<file path="src/sfp_pkg.sv">
// Constants and types for the serial flash status and protection front end
package sfp_pkg;
  localparam int unsigned CLK_PERIOD_NS   = 100;
  localparam logic [7:0]  OP_UNLOCK       = 8'h06;
  localparam logic [7:0]  OP_LOCK         = 8'h04;
  localparam logic [7:0]  OP_STAT_READ    = 8'h05;
  localparam logic [7:0]  OP_STAT_WRITE   = 8'h01;
  localparam logic [7:0]  OP_PAGE_PROG    = 8'h02;
  localparam logic [7:0]  OP_SECT_ERASE_A = 8'hd7;
  localparam logic [7:0]  OP_SECT_ERASE_B = 8'h20;
  localparam logic [7:0]  OP_BLOCK_ERASE  = 8'hd8;
  localparam logic [7:0]  OP_CHIP_ERASE_A = 8'hc7;
  localparam logic [7:0]  OP_CHIP_ERASE_B = 8'h60;
  localparam int unsigned BUSY_POS        = 0;
  localparam int unsigned LATCH_POS       = 1;
  localparam int unsigned GUARD_LSB       = 2;
  localparam int unsigned LOCK_POS        = 7;
  localparam logic [7:0]  STATUS_RESET    = 8'h00;
  localparam logic [23:0] ARRAY_TOP       = 24'h07ffff;
  localparam logic [23:0] BLOCK_SIZE      = 24'h010000;
  localparam logic [23:0] SECTOR_SIZE     = 24'h001000;
  localparam logic [23:0] GUARD_BASE_1    = 24'h070000;
  localparam logic [23:0] GUARD_BASE_2    = 24'h060000;
  localparam logic [23:0] GUARD_BASE_3    = 24'h040000;
  localparam logic [23:0] GUARD_BASE_ALL  = 24'h000000;
  localparam logic [15:0] BUSY_CYCLES     = 16'h0040;
  typedef struct packed {
    logic       status_lock_bit;
    logic [1:0] reserved;
    logic [2:0] area_guard;
    logic       write_latch_flag;
    logic       write_busy_flag;
  } sfp_status_type;
  typedef enum logic [2:0] {OPC_NONE, OPC_STATW, OPC_PROG, OPC_SECT, OPC_BLK, OPC_CHIP}
    sfp_op_type;
endpackage

</file>
<file path="src/sfp_flash_front.sv">
// Serial front end with status register and area protection
`timescale 1ns/100ps
module sfp_flash_front (
  input  wire logic                   REF_CLK,
  input  wire logic                   RST_B,
  input  wire logic                   SEL_B,
  input  wire logic                   SCLK,
  input  wire logic                   SERIAL_IN_OUT_I,
  input  wire logic                   PROTECT_B,
  output logic                        SO,
  output logic                        SO_OE,
  output logic                        SERIAL_IN_OUT_O,
  output logic                        SERIAL_IN_OUT_OE,
  output sfp_pkg::sfp_status_type     STATUS,
  output logic                        OP_START,
  output sfp_pkg::sfp_op_type         OP_KIND,
  output logic [23:0]                 OP_ADDR
);
  import sfp_pkg::*;

  logic [1:0]  sel_sync_ff, clk_sync_ff, din_sync_ff, wp_sync_ff;
  logic        clk_prev_ff;
  logic [31:0] shift_ff, nxt_shift;
  logic [31:0] head_ff, nxt_head;
  logic [5:0]  bit_cnt_ff, nxt_bit_cnt;
  logic [7:0]  out_ff, nxt_out;
  logic        so_ff, nxt_so, so_oe_ff, nxt_so_oe;
  logic        reading_ff, nxt_reading;
  logic        latch_ff, nxt_latch;
  logic [2:0]  guard_ff, nxt_guard;
  logic        lock_ff, nxt_lock;
  logic [15:0] busy_cnt_ff, nxt_busy_cnt;
  logic        start_ff, nxt_start;
  sfp_op_type  kind_ff, nxt_kind;
  logic [23:0] addr_ff, nxt_addr;
  logic [7:0]  opcode;
  logic        sel_b, sclk, rise, fall, desel_edge, busy;
  logic [23:0] guard_base, cmd_addr;
  sfp_status_type status_now;

  // Two-stage synchronisers for SEL_B, SCLK, SERIAL_IN_OUT_I and PROTECT_B
  always_ff @(posedge REF_CLK or negedge RST_B) begin
    if (!RST_B) begin
      sel_sync_ff <= 2'h3;
      clk_sync_ff <= 2'h0;
      din_sync_ff <= 2'h0;
      wp_sync_ff  <= 2'h3;
      clk_prev_ff <= 1'b0;
    end else begin
      sel_sync_ff <= {sel_sync_ff[0], SEL_B};
      clk_sync_ff <= {clk_sync_ff[0], SCLK};
      din_sync_ff <= {din_sync_ff[0], SERIAL_IN_OUT_I};
      wp_sync_ff  <= {wp_sync_ff[0], PROTECT_B};
      clk_prev_ff <= clk_sync_ff[1];
    end
  end

  assign sel_b      = sel_sync_ff[1];
  assign sclk       = clk_sync_ff[1];
  // Edges seen only while selected, so mode 3 idle-high does not count
  assign rise       = !sel_b && sclk && !clk_prev_ff;
  assign fall       = !sel_b && !sclk && clk_prev_ff;
  assign busy       = busy_cnt_ff != 16'h0000;
  assign opcode     = (bit_cnt_ff >= 6'd32) ? head_ff[31:24] :
                      (bit_cnt_ff >= 6'd8)  ? shift_ff[7:0] : 8'h00;
  assign cmd_addr   = head_ff[23:0] & ARRAY_TOP;

  // Protected region start per guard code
  always_comb begin
    unique case (guard_ff)
      3'h0:    guard_base = ARRAY_TOP;
      3'h1:    guard_base = GUARD_BASE_1;
      3'h2:    guard_base = GUARD_BASE_2;
      3'h3:    guard_base = GUARD_BASE_3;
      default: guard_base = GUARD_BASE_ALL;
    endcase
  end

  always_comb begin
    status_now                  = '0;
    status_now.write_busy_flag  = busy;
    status_now.write_latch_flag = latch_ff;
    status_now.area_guard       = guard_ff;
    status_now.status_lock_bit  = lock_ff;
  end

  // Deselect edge closes a frame
  logic sel_prev_ff;
  always_ff @(posedge REF_CLK or negedge RST_B) begin
    if (!RST_B) sel_prev_ff <= 1'b1;
    else        sel_prev_ff <= sel_b;
  end
  assign desel_edge = sel_b && !sel_prev_ff;

  always_comb begin
    logic guarded_ok;
    guarded_ok   = 1'b0;
    nxt_shift    = shift_ff;
    nxt_head     = head_ff;
    nxt_bit_cnt  = bit_cnt_ff;
    nxt_out      = out_ff;
    nxt_so       = so_ff;
    nxt_so_oe    = so_oe_ff;
    nxt_reading  = reading_ff;
    nxt_latch    = latch_ff;
    nxt_guard    = guard_ff;
    nxt_lock     = lock_ff;
    nxt_busy_cnt = busy ? busy_cnt_ff - 16'h0001 : busy_cnt_ff;
    nxt_start    = 1'b0;
    nxt_kind     = kind_ff;
    nxt_addr     = addr_ff;
    if (busy && busy_cnt_ff == 16'h0001)
      nxt_latch = 1'b0;
    if (sel_b) begin
      nxt_bit_cnt = 6'd0;
      nxt_reading = 1'b0;
      nxt_so_oe   = 1'b0;
    end else if (rise) begin
      nxt_shift   = {shift_ff[30:0], din_sync_ff[1]};
      // Opcode and address kept once the fourth byte lands
      if (bit_cnt_ff == 6'd31)
        nxt_head = {shift_ff[30:0], din_sync_ff[1]};
      // Long frames cycle 56..63 so byte alignment stays visible
      nxt_bit_cnt = (bit_cnt_ff == 6'd63) ? 6'd56 : bit_cnt_ff + 6'd1;
      if (bit_cnt_ff == 6'd7 && {shift_ff[6:0], din_sync_ff[1]} == OP_STAT_READ) begin
        nxt_reading = 1'b1;
        nxt_out     = status_now;
      end
    end else if (fall && reading_ff) begin
      nxt_so_oe = 1'b1;
      nxt_so    = out_ff[7];
      nxt_out   = (bit_cnt_ff[2:0] == 3'd0) ? {status_now[6:0], 1'b0} :
                                             {out_ff[6:0], 1'b0};
      if (bit_cnt_ff[2:0] == 3'd0)
        nxt_so = status_now[7];
    end
    if (desel_edge && !busy && bit_cnt_ff[2:0] == 3'd0) begin
      if (bit_cnt_ff == 6'd8 && opcode == OP_UNLOCK)
        nxt_latch = 1'b1;
      else if (bit_cnt_ff == 6'd8 && opcode == OP_LOCK)
        nxt_latch = 1'b0;
      else if (latch_ff) begin
        if (bit_cnt_ff == 6'd16 && shift_ff[15:8] == OP_STAT_WRITE) begin
          if (!(lock_ff && !wp_sync_ff[1])) begin
            nxt_guard    = shift_ff[GUARD_LSB +: 3];
            nxt_lock     = shift_ff[LOCK_POS];
            nxt_busy_cnt = BUSY_CYCLES;
            nxt_start    = 1'b1;
            nxt_kind     = OPC_STATW;
          end
        end else if (bit_cnt_ff == 6'd8 &&
                     (opcode == OP_CHIP_ERASE_A || opcode == OP_CHIP_ERASE_B)) begin
          if (guard_ff == 3'h0) begin
            nxt_busy_cnt = BUSY_CYCLES;
            nxt_start    = 1'b1;
            nxt_kind     = OPC_CHIP;
            nxt_addr     = 24'h000000;
          end
        end else if (bit_cnt_ff >= 6'd32) begin
          guarded_ok = (guard_ff == 3'h0) || (cmd_addr < guard_base);
          if (opcode == OP_SECT_ERASE_A || opcode == OP_SECT_ERASE_B) begin
            nxt_kind = OPC_SECT;
            nxt_addr = cmd_addr & ~(SECTOR_SIZE - 24'h000001);
          end else if (opcode == OP_BLOCK_ERASE) begin
            nxt_kind = OPC_BLK;
            nxt_addr = cmd_addr & ~(BLOCK_SIZE - 24'h000001);
            guarded_ok = (guard_ff == 3'h0) || (nxt_addr < guard_base);
          end else if (opcode == OP_PAGE_PROG) begin
            nxt_kind = OPC_PROG;
            nxt_addr = cmd_addr;
          end else begin
            guarded_ok = 1'b0;
          end
          if (guarded_ok && (bit_cnt_ff == 6'd32 || opcode == OP_PAGE_PROG)) begin
            nxt_busy_cnt = BUSY_CYCLES;
            nxt_start    = 1'b1;
          end else begin
            nxt_kind = kind_ff;
            nxt_addr = addr_ff;
          end
        end
      end
    end
  end

  always_ff @(posedge REF_CLK or negedge RST_B) begin
    if (!RST_B) begin
      shift_ff    <= 32'h00000000;
      head_ff     <= 32'h00000000;
      bit_cnt_ff  <= 6'd0;
      out_ff      <= STATUS_RESET;
      so_ff       <= 1'b0;
      so_oe_ff    <= 1'b0;
      reading_ff  <= 1'b0;
      latch_ff    <= 1'b0;
      guard_ff    <= 3'h0;
      lock_ff     <= 1'b0;
      busy_cnt_ff <= 16'h0000;
      start_ff    <= 1'b0;
      kind_ff     <= OPC_NONE;
      addr_ff     <= 24'h000000;
    end else begin
      shift_ff    <= nxt_shift;
      head_ff     <= nxt_head;
      bit_cnt_ff  <= nxt_bit_cnt;
      out_ff      <= nxt_out;
      so_ff       <= nxt_so;
      so_oe_ff    <= nxt_so_oe;
      reading_ff  <= nxt_reading;
      latch_ff    <= nxt_latch;
      guard_ff    <= nxt_guard;
      lock_ff     <= nxt_lock;
      busy_cnt_ff <= nxt_busy_cnt;
      start_ff    <= nxt_start;
      kind_ff     <= nxt_kind;
      addr_ff     <= nxt_addr;
    end
  end

  // Status mirror registered so the port comes from a flip-flop
  sfp_status_type status_ff;
  always_ff @(posedge REF_CLK or negedge RST_B) begin
    if (!RST_B) status_ff <= STATUS_RESET;
    else        status_ff <= status_now;
  end

  assign SO               = so_ff;
  assign SO_OE            = so_oe_ff;
  assign SERIAL_IN_OUT_O  = 1'b0;
  assign SERIAL_IN_OUT_OE = 1'b0;
  assign STATUS           = status_ff;
  assign OP_START         = start_ff;
  assign OP_KIND          = kind_ff;
  assign OP_ADDR          = addr_ff;

  a_desel_float: assert property (@(posedge REF_CLK) disable iff (!RST_B)
    sel_b |=> !SO_OE) else $error("Output driven while deselected");
  a_reserved_zero: assert property (@(posedge REF_CLK) disable iff (!RST_B)
    STATUS.reserved == 2'h0) else $error("Reserved bits not zero");
  // Status port lags one cycle behind the start pulse
  a_busy_start: assert property (@(posedge REF_CLK) disable iff (!RST_B)
    OP_START |=> STATUS.write_busy_flag [*2]) else $error("Busy not set");
  a_latch_needed: assert property (@(posedge REF_CLK) disable iff (!RST_B)
    nxt_start |-> latch_ff) else $error("Operation without latch");
  a_chip_guard: assert property (@(posedge REF_CLK) disable iff (!RST_B)
    (nxt_start && nxt_kind == OPC_CHIP) |-> guard_ff == 3'h0)
    else $error("Chip erase while guarded");
  a_lock_hold: assert property (@(posedge REF_CLK) disable iff (!RST_B)
    (lock_ff && !wp_sync_ff[1]) |=> $stable(guard_ff) && lock_ff)
    else $error("Locked status changed");
  a_latch_clear: assert property (@(posedge REF_CLK) disable iff (!RST_B)
    (busy_cnt_ff == 16'h0001) |=> !latch_ff) else $error("Latch not cleared");
  a_whole_bytes: assert property (@(posedge REF_CLK) disable iff (!RST_B)
    (desel_edge && bit_cnt_ff[2:0] != 3'd0) |=> !OP_START)
    else $error("Partial frame accepted");
  a_guard_region: assert property (@(posedge REF_CLK) disable iff (!RST_B)
    (nxt_start && (nxt_kind == OPC_PROG || nxt_kind == OPC_SECT) && guard_ff != 3'h0)
    |-> cmd_addr < guard_base) else $error("Guarded address accepted");
endmodule // sfp_flash_front

</file>
<file path="config.mk">
export PLATFORM = sky130hd
export DESIGN_NAME = sfp_flash_front
export DESIGN_NICKNAME = d
export VERILOG_FILES = /design/src/sfp_pkg.sv /design/src/sfp_flash_front.sv
export SDC_FILE = /design/constraint.sdc
export NUM_CORES = 1
export LEC_CHECK = 0
export BUFFER_PORTS_ARGS = -buffer_cell sky130_fd_sc_hd__buf_2
export CORE_MARGIN = 3
export CORE_UTILIZATION = 36
export DETAILED_ROUTE_END_ITERATION = 10
export HOLD_SLACK_MARGIN = 0.15
export PLACE_DENSITY = 0.64
export SETUP_SLACK_MARGIN = 0.05
export SLEW_MARGIN = 5
export SYNTH_ARGS = -nofsm -noshare
export SYNTH_HDL_FRONTEND = slang
export SYNTH_SLANG_ARGS = --single-unit
</file>
<file path="constraint.sdc">
create_clock -name REF_CLK -period 3.4 [get_ports REF_CLK]
set_clock_uncertainty 0.2 [all_clocks]
set_input_delay 0.34 -clock REF_CLK [delete_from_list [all_inputs] [get_ports REF_CLK]]
set_output_delay 0.34 -clock REF_CLK [all_outputs]
set_load 0.03 [all_outputs]
</file>
[After elaboration in Yosys (flattened, before gate mapping)]
Index checks and enable logic that the tools add are counted.
Storage, ports and cells
  logic and storage cells: 178
  flip-flop bits (word level): 145
  output and inout port bits: 40
  bits of input ports: 6
Operators by class
  $add $sub $neg: 2
  reductions and logical operators: 49
  bitwise logic cells: 6
  mux-type cells: 68
  magnitude comparators: 4
  equality and inequality tests: 25
Operators by type and width (number)
  $mux 16: 11
  $mux 24: 7
  $pmux 19 s4: 1
  $lt 19x24->1: 2
  $mux 8: 6
  $mux 1: 31
  $mux 3: 9
  $eq 8x3->1 const B: 3
  $eq 8x8->1 const B: 3
  $mux 6: 3
  $reduce_and 9->1: 2
  $eq 16x1->1 const B: 1
  $logic_and 1x1->1: 16
  $reduce_bool 16->1: 1
  $sub 16x1->16 const B: 1
  $eq 6x5->1 const B: 2
  $eq 6x6->1 const B: 2
  $reduce_bool 2->1: 6
  $reduce_and 3->1: 3
  $eq 8x1->1 const B: 1
  $eq 8x2->1 const B: 1
  $eq 8x6->1 const B: 1
  $eq 8x7->1 const B: 1
  $add 6x1->6 const B: 1
  18 further kinds: 39

[Depth between registers and ports, before layout]
  depth after elaboration: 23
  mapped depth: 12

[Least setup slack after synthesis]
OpenSTA, ideal clock, no wires.
  kind: flip-flop to flip-flop
  start point: reg guard_ff[1]
  end point: reg busy_cnt_ff[0]
  data arrival time: 3.021 ns
  setup slack: 0.060 ns
  path buffers: 1
  cell stages (with the launch flop): 13
  library setup time: 0.120 ns
  data required time: 3.080 ns
  cells stage by stage: dfrtp_1 or2_2 nor2_1 inv_1 ha_1 a21oi_1 a31oi_1 a2111oi_0 o21ai_1 a221o_1 o21a_1 buf_6 and3_1
On the way
  cells in the longest elaborated chain, start to end: 23
RTL lines
  start: declaration: line sfp_flash_front.sv:30  | logic [2:0] guard_ff, nxt_guard;
  start signal: assignment: line sfp_flash_front.sv:211  | guard_ff <= nxt_guard;
  $eq 3x2->1 (tied with other cells): line sfp_flash_front.sv:70  | unique case (guard_ff)
  $pmux 19 s4: line sfp_flash_front.sv:70
  $lt 19x24->1: line sfp_flash_front.sv:160  | guarded_ok = (guard_ff == 3'h0) || (cmd_addr < guard_base);
  $logic_or 1x1->1: line sfp_flash_front.sv:160
  $mux 1: line sfp_flash_front.sv:168  | end else if (opcode == OP_PAGE_PROG) begin
  $mux 1: line sfp_flash_front.sv:164  | end else if (opcode == OP_BLOCK_ERASE) begin
  $mux 1: line sfp_flash_front.sv:161  | if (opcode == OP_SECT_ERASE_A || opcode == OP_SECT_ERASE_B) begin
  $mux 1: line sfp_flash_front.sv:159  | end else if (bit_cnt_ff >= 6'd32) begin
  (+8 left out)
  $mux 16: line sfp_flash_front.sv:159
  $mux 16 (*): line sfp_flash_front.sv:151  | end else if (bit_cnt_ff == 6'd8 &&
  $mux 16 (*): line sfp_flash_front.sv:143  | if (bit_cnt_ff == 6'd16 && shift_ff[15:8] == OP_STAT_WRITE) begin
  $mux 16 (*): line sfp_flash_front.sv:142  | else if (latch_ff) begin
  $mux 16 (*): line sfp_flash_front.sv:140  | else if (bit_cnt_ff == 6'd8 && opcode == OP_LOCK)
  $mux 16 (*): line sfp_flash_front.sv:138  | if (bit_cnt_ff == 6'd8 && opcode == OP_UNLOCK)
  $mux 16 (*): line sfp_flash_front.sv:137  | if (desel_edge && !busy && bit_cnt_ff[2:0] == 3'd0) begin
  net nxt_busy_cnt[0]: line sfp_flash_front.sv:32  | logic [15:0] busy_cnt_ff, nxt_busy_cnt;
  end signal: assignment: line sfp_flash_front.sv:213  | busy_cnt_ff <= nxt_busy_cnt;
  end: declaration: line sfp_flash_front.sv:32
Mark *: on every way through the listed nets, which the timed path passes. The rest lies on a longest branch. The select of a mux whose other input is x is not followed.
A chain may end at the register's enable or synchronous reset.

[Worst setup path after layout]
  start point: reg guard_ff[1]
  end point: reg busy_cnt_ff[1]
The elaborated chain is that of the path after synthesis.

==> metrics.md <==
| Metric | Value |
|---|---|
| CP bufs+invs | 1 |
| Via/cell ratio | between 5 and 6 |
| Final setup viols | 0 |
| Chip height | approximately 140 um |
| Power Dens Cells | 478 nW/um2 |
| Yosys cell types | 63 |
| Highest routing layer actually used | met4 |
| Worst setup SP type | flop |
| Critical path's top delay family | compound AO/OA/AOI/OAI gates |
| Post-Syn Instances | 674 |
| Initial Util | 0.373 |
| Global-route wire length before repair | 25400 um |
| WL/cell | 15.6 um |
| GP Congestion | 0.929 |
| NetSw | 861 uW |
| Final Slew Violations | 0 |
| Met3 WL | ~550 um |
| Number of flops mapped to enable cells by yosys | 0 |
| Post-DP HPWL | 10500 um |
| Crit path required time | 3.51 ns |
| Critical Path AT | 3.32 ns |
| Switching share of power | 0.232 |
| H-tree level count | 4 |
| Internal | 2860 uW |
| Yosys warnings | 0 |
| Synth Flop Type | dfrtp_1 |
| Worst-margin pin slew | ~0.63 ns |
| Maximum vdd ir drop | 0.364 mV |
| Mean area per synthesized cell | 9.71 um2 |
| PortBufs | 36 |
| Seq cells post-synth | 135 |
| Min Tclk post-route | 3.21 ns |
| # DRC | 0 |
| Detailed Route WL | approximately 15000 um |
| Asr flop ratio synth | 1.00 |
| TNS Setup | 0 ns |
| GRT Resource Usage Total | 0.160 |
| Nature of the critical path endpoint | flop |
| Number of global-route vias before repair | slightly below 5k |
| Grt ovf | 0 |
| Bufs on Longest Clock Path | 2 |
| Initial antenna violation count | 0 |
| CP peak stage delay | 0.37 ns |
| # clock sinks | between 100 and 150 |
| Slowest CP cell | dfrtp_1 |
| Met2 wire len | 7110 um |
| Worst Path Max Fanout | 9 |
| Sequential power share | 0.456 |
| CTS tree | done |
| RSZ-0062 raised after global routing | true |
| Clock power share | 0.509 |
| Largest net degree at the start of global routing | 69 |
| Worst-path clk slew | 0.06 ns |
| Core area | 17500 um2 |
| Die width | 141 um |
| Hold Crit Class | reg2reg |
| Top Ports | 46 |
| Static Leakage | 0.00400 uW |
| Slew headroom | 0.581 |
| Syn Std Cell Area | 6550 um2 |
| DR iter-0 viols | ~320 |
| Setup repair bufs after CTS | 0 |
| Highest clock rate | 0.312 GHz |
| Drt pass-1 iters | 4 |
| Max-Cap Viols | 0 |
| Core Rows | 48 |
| CTS root buf | clkbuf_16 |
| Critical-path cell list | or2_2 -> nor2_2 -> inv_2 -> ha_1 -> a21oi_1 -> a31oi_1 -> a2111oi_1 -> o21ai_1 -> a221o_1 -> o21a_1 -> and3_1 |
| Clock latency on the worst-skew pair | about 0.43 ns |
| Total power | 3720 uW |
| CTS Buf Count | 17 |
| Full die area | 19800 um2 |
| Post-route ant nets | 0 |
| Share of layout cells above drive strength 1 | 0.193 |
| Final Cycle Share | 0.943 |
| Status | completed |
| Final hold viol count | 0 |
| Vias post-DR | 5026 |
| Total Nets Final | 764 |
| Antenna cell count | 0 |
| Combinational power share | 0.035 |
| P&R area growth vs syn | 18.8% |
| Critical path class | reg2reg |
| Seq/Total Area, Yosys | 0.517 |
| Met1 WL | around 7200 um |
==> cell usage in the layout, fill, tap and decap left out, types with 19 or more instances in the layout <==
cell and count:
buf_2 35, o21ai_0 35, inv_1 25, nand4_1 25, dfrtp_1 130, nand2_1 161, buf_4 34, nor2_1 25
mux2_2 19, ha_1 23
==> registers in the layout (all words and copies together), names as in the netlist, 2 cells and up <==
name,cells
OP_ADDR,19
OP_KIND,3
shift_ff,31
guard_ff,3
wp_sync_ff,2
sel_sync_ff,2
out_ff,8
bit_cnt_ff,6
busy_cnt_ff,16
STATUS,6
clk_sync_ff,2
din_sync_ff,2
head_ff,27
==> worst paths after layout <==
kind                            slack [ns]  depth (start not counted)            from        endpoint
worst max-delay path                  0.19                         11     guard_ff[1]  busy_cnt_ff[1]
worst min-delay path                  0.15                          0  din_sync_ff[0]  din_sync_ff[1]
worst max register to register        0.19                         11     guard_ff[1]  busy_cnt_ff[1]
worst min register to register        0.15                          0  din_sync_ff[0]  din_sync_ff[1]
max in group asynchronous             1.91                          3           RST_B     OP_ADDR[15]
min in group asynchronous             0.27                          2           RST_B    shift_ff[28]
==> cell usage after synthesis (7+ instances only) <==
library cell	instances	share of area
mux2_2	19	0.033
o211ai_1	13	0.015
ha_1	23	0.044
a21oi_1	9	0.0069
xnor2_1	8	0.011
xor2_1	8	0.011
o21ai_0	35	0.027
nand4_1	25	0.024
buf_4	10	0.011
and2_1	7	0.0067
inv_1	26	0.015
a211oi_1	15	0.017
nor2_1	27	0.015
dfrtp_1	130	0.50
clkbuf_1	23	0.013
nand3_1	18	0.014
nor3_1	12	0.0092
nand2_1	161	0.092
nor4_1	8	0.0076
==> kinds of logic after synthesis <==
logic type / after synthesis / share of synthesized area
AOI/OAI and AO/OA: 120 / 0.127
xor gates and xnor gates: 16 / 0.0214
adders and majority gates: 23 / 0.0440
buffers and inverters: 67 / 0.0465
DFF: 135 / 0.517
muxes: 22 / 0.0373
other: 1 / 0.000573
and+or+nand+nor: 290 / 0.206
==> layout make-up <==
type                    instances  area (um2)
fillers                      1678        9760
flip-flops and latches        135        3380
multi-input cells             480        2910
repair buffers                 75         492
clock buffers                  18         439
well taps                     225         282
clock inverters                14         173
inverters                      26        97.6
==> per-layer routing <==
layer / vias to the layer above / track usage
li1: 2456 / -
met5: - / 0
met3: 26 / 0.0360
met1: 2449 / 0.218
met4: 0 / 0.0632
met2: 95 / 0.247
==> metrics by stage <==
step	util	setup slack (ns)	instances	instance area, um2	hold WS [ns]
after floorplan	-	0.0595	682	6580	-0.156
after global placement	0.405	0.129	936	7100	0.136
after detailed placement	0.405	0.0591	936	7100	0.137
after CTS	0.443	0.0965	973	7760	0.151
after global routing	0.443	0.0461	973	7770	0.153
final	0.443	0.192	973	7770	0.148
==> timing repair <==
action | 4_1_cts | 5_1_grt
pin swaps | 0 | 1
resized for setup | 1 | 5
hold endpoints to repair | 69 | 0
endpoints found under the setup margin | 1 | 24
hold buffers | 5 | 0
==> worst reg2reg max path: cells and delay by family, from the launching register on <==
| kind | cells | cell delay (ns) |
|---|---|---|
| AOI/OAI and AO/OA | 6 | 1.43 |
| DFF | 1 | 0.37 |
| and+or+nand+nor | 3 | 0.66 |
| buffers and inverters | 1 | 0.11 |
| adders and majority gates | 1 | 0.33 |
==> power by group through the flow <==
stage	registers (uW)	clock network (uW)	logic, uW
floorplan	1700	0	83.7
global placement	1720	0	128
detailed placement	1720	0	129
CTS	1690	1930	135
global route	1700	2010	150
finish	1690	1890	131
Power figures use the tool's default switching activity.
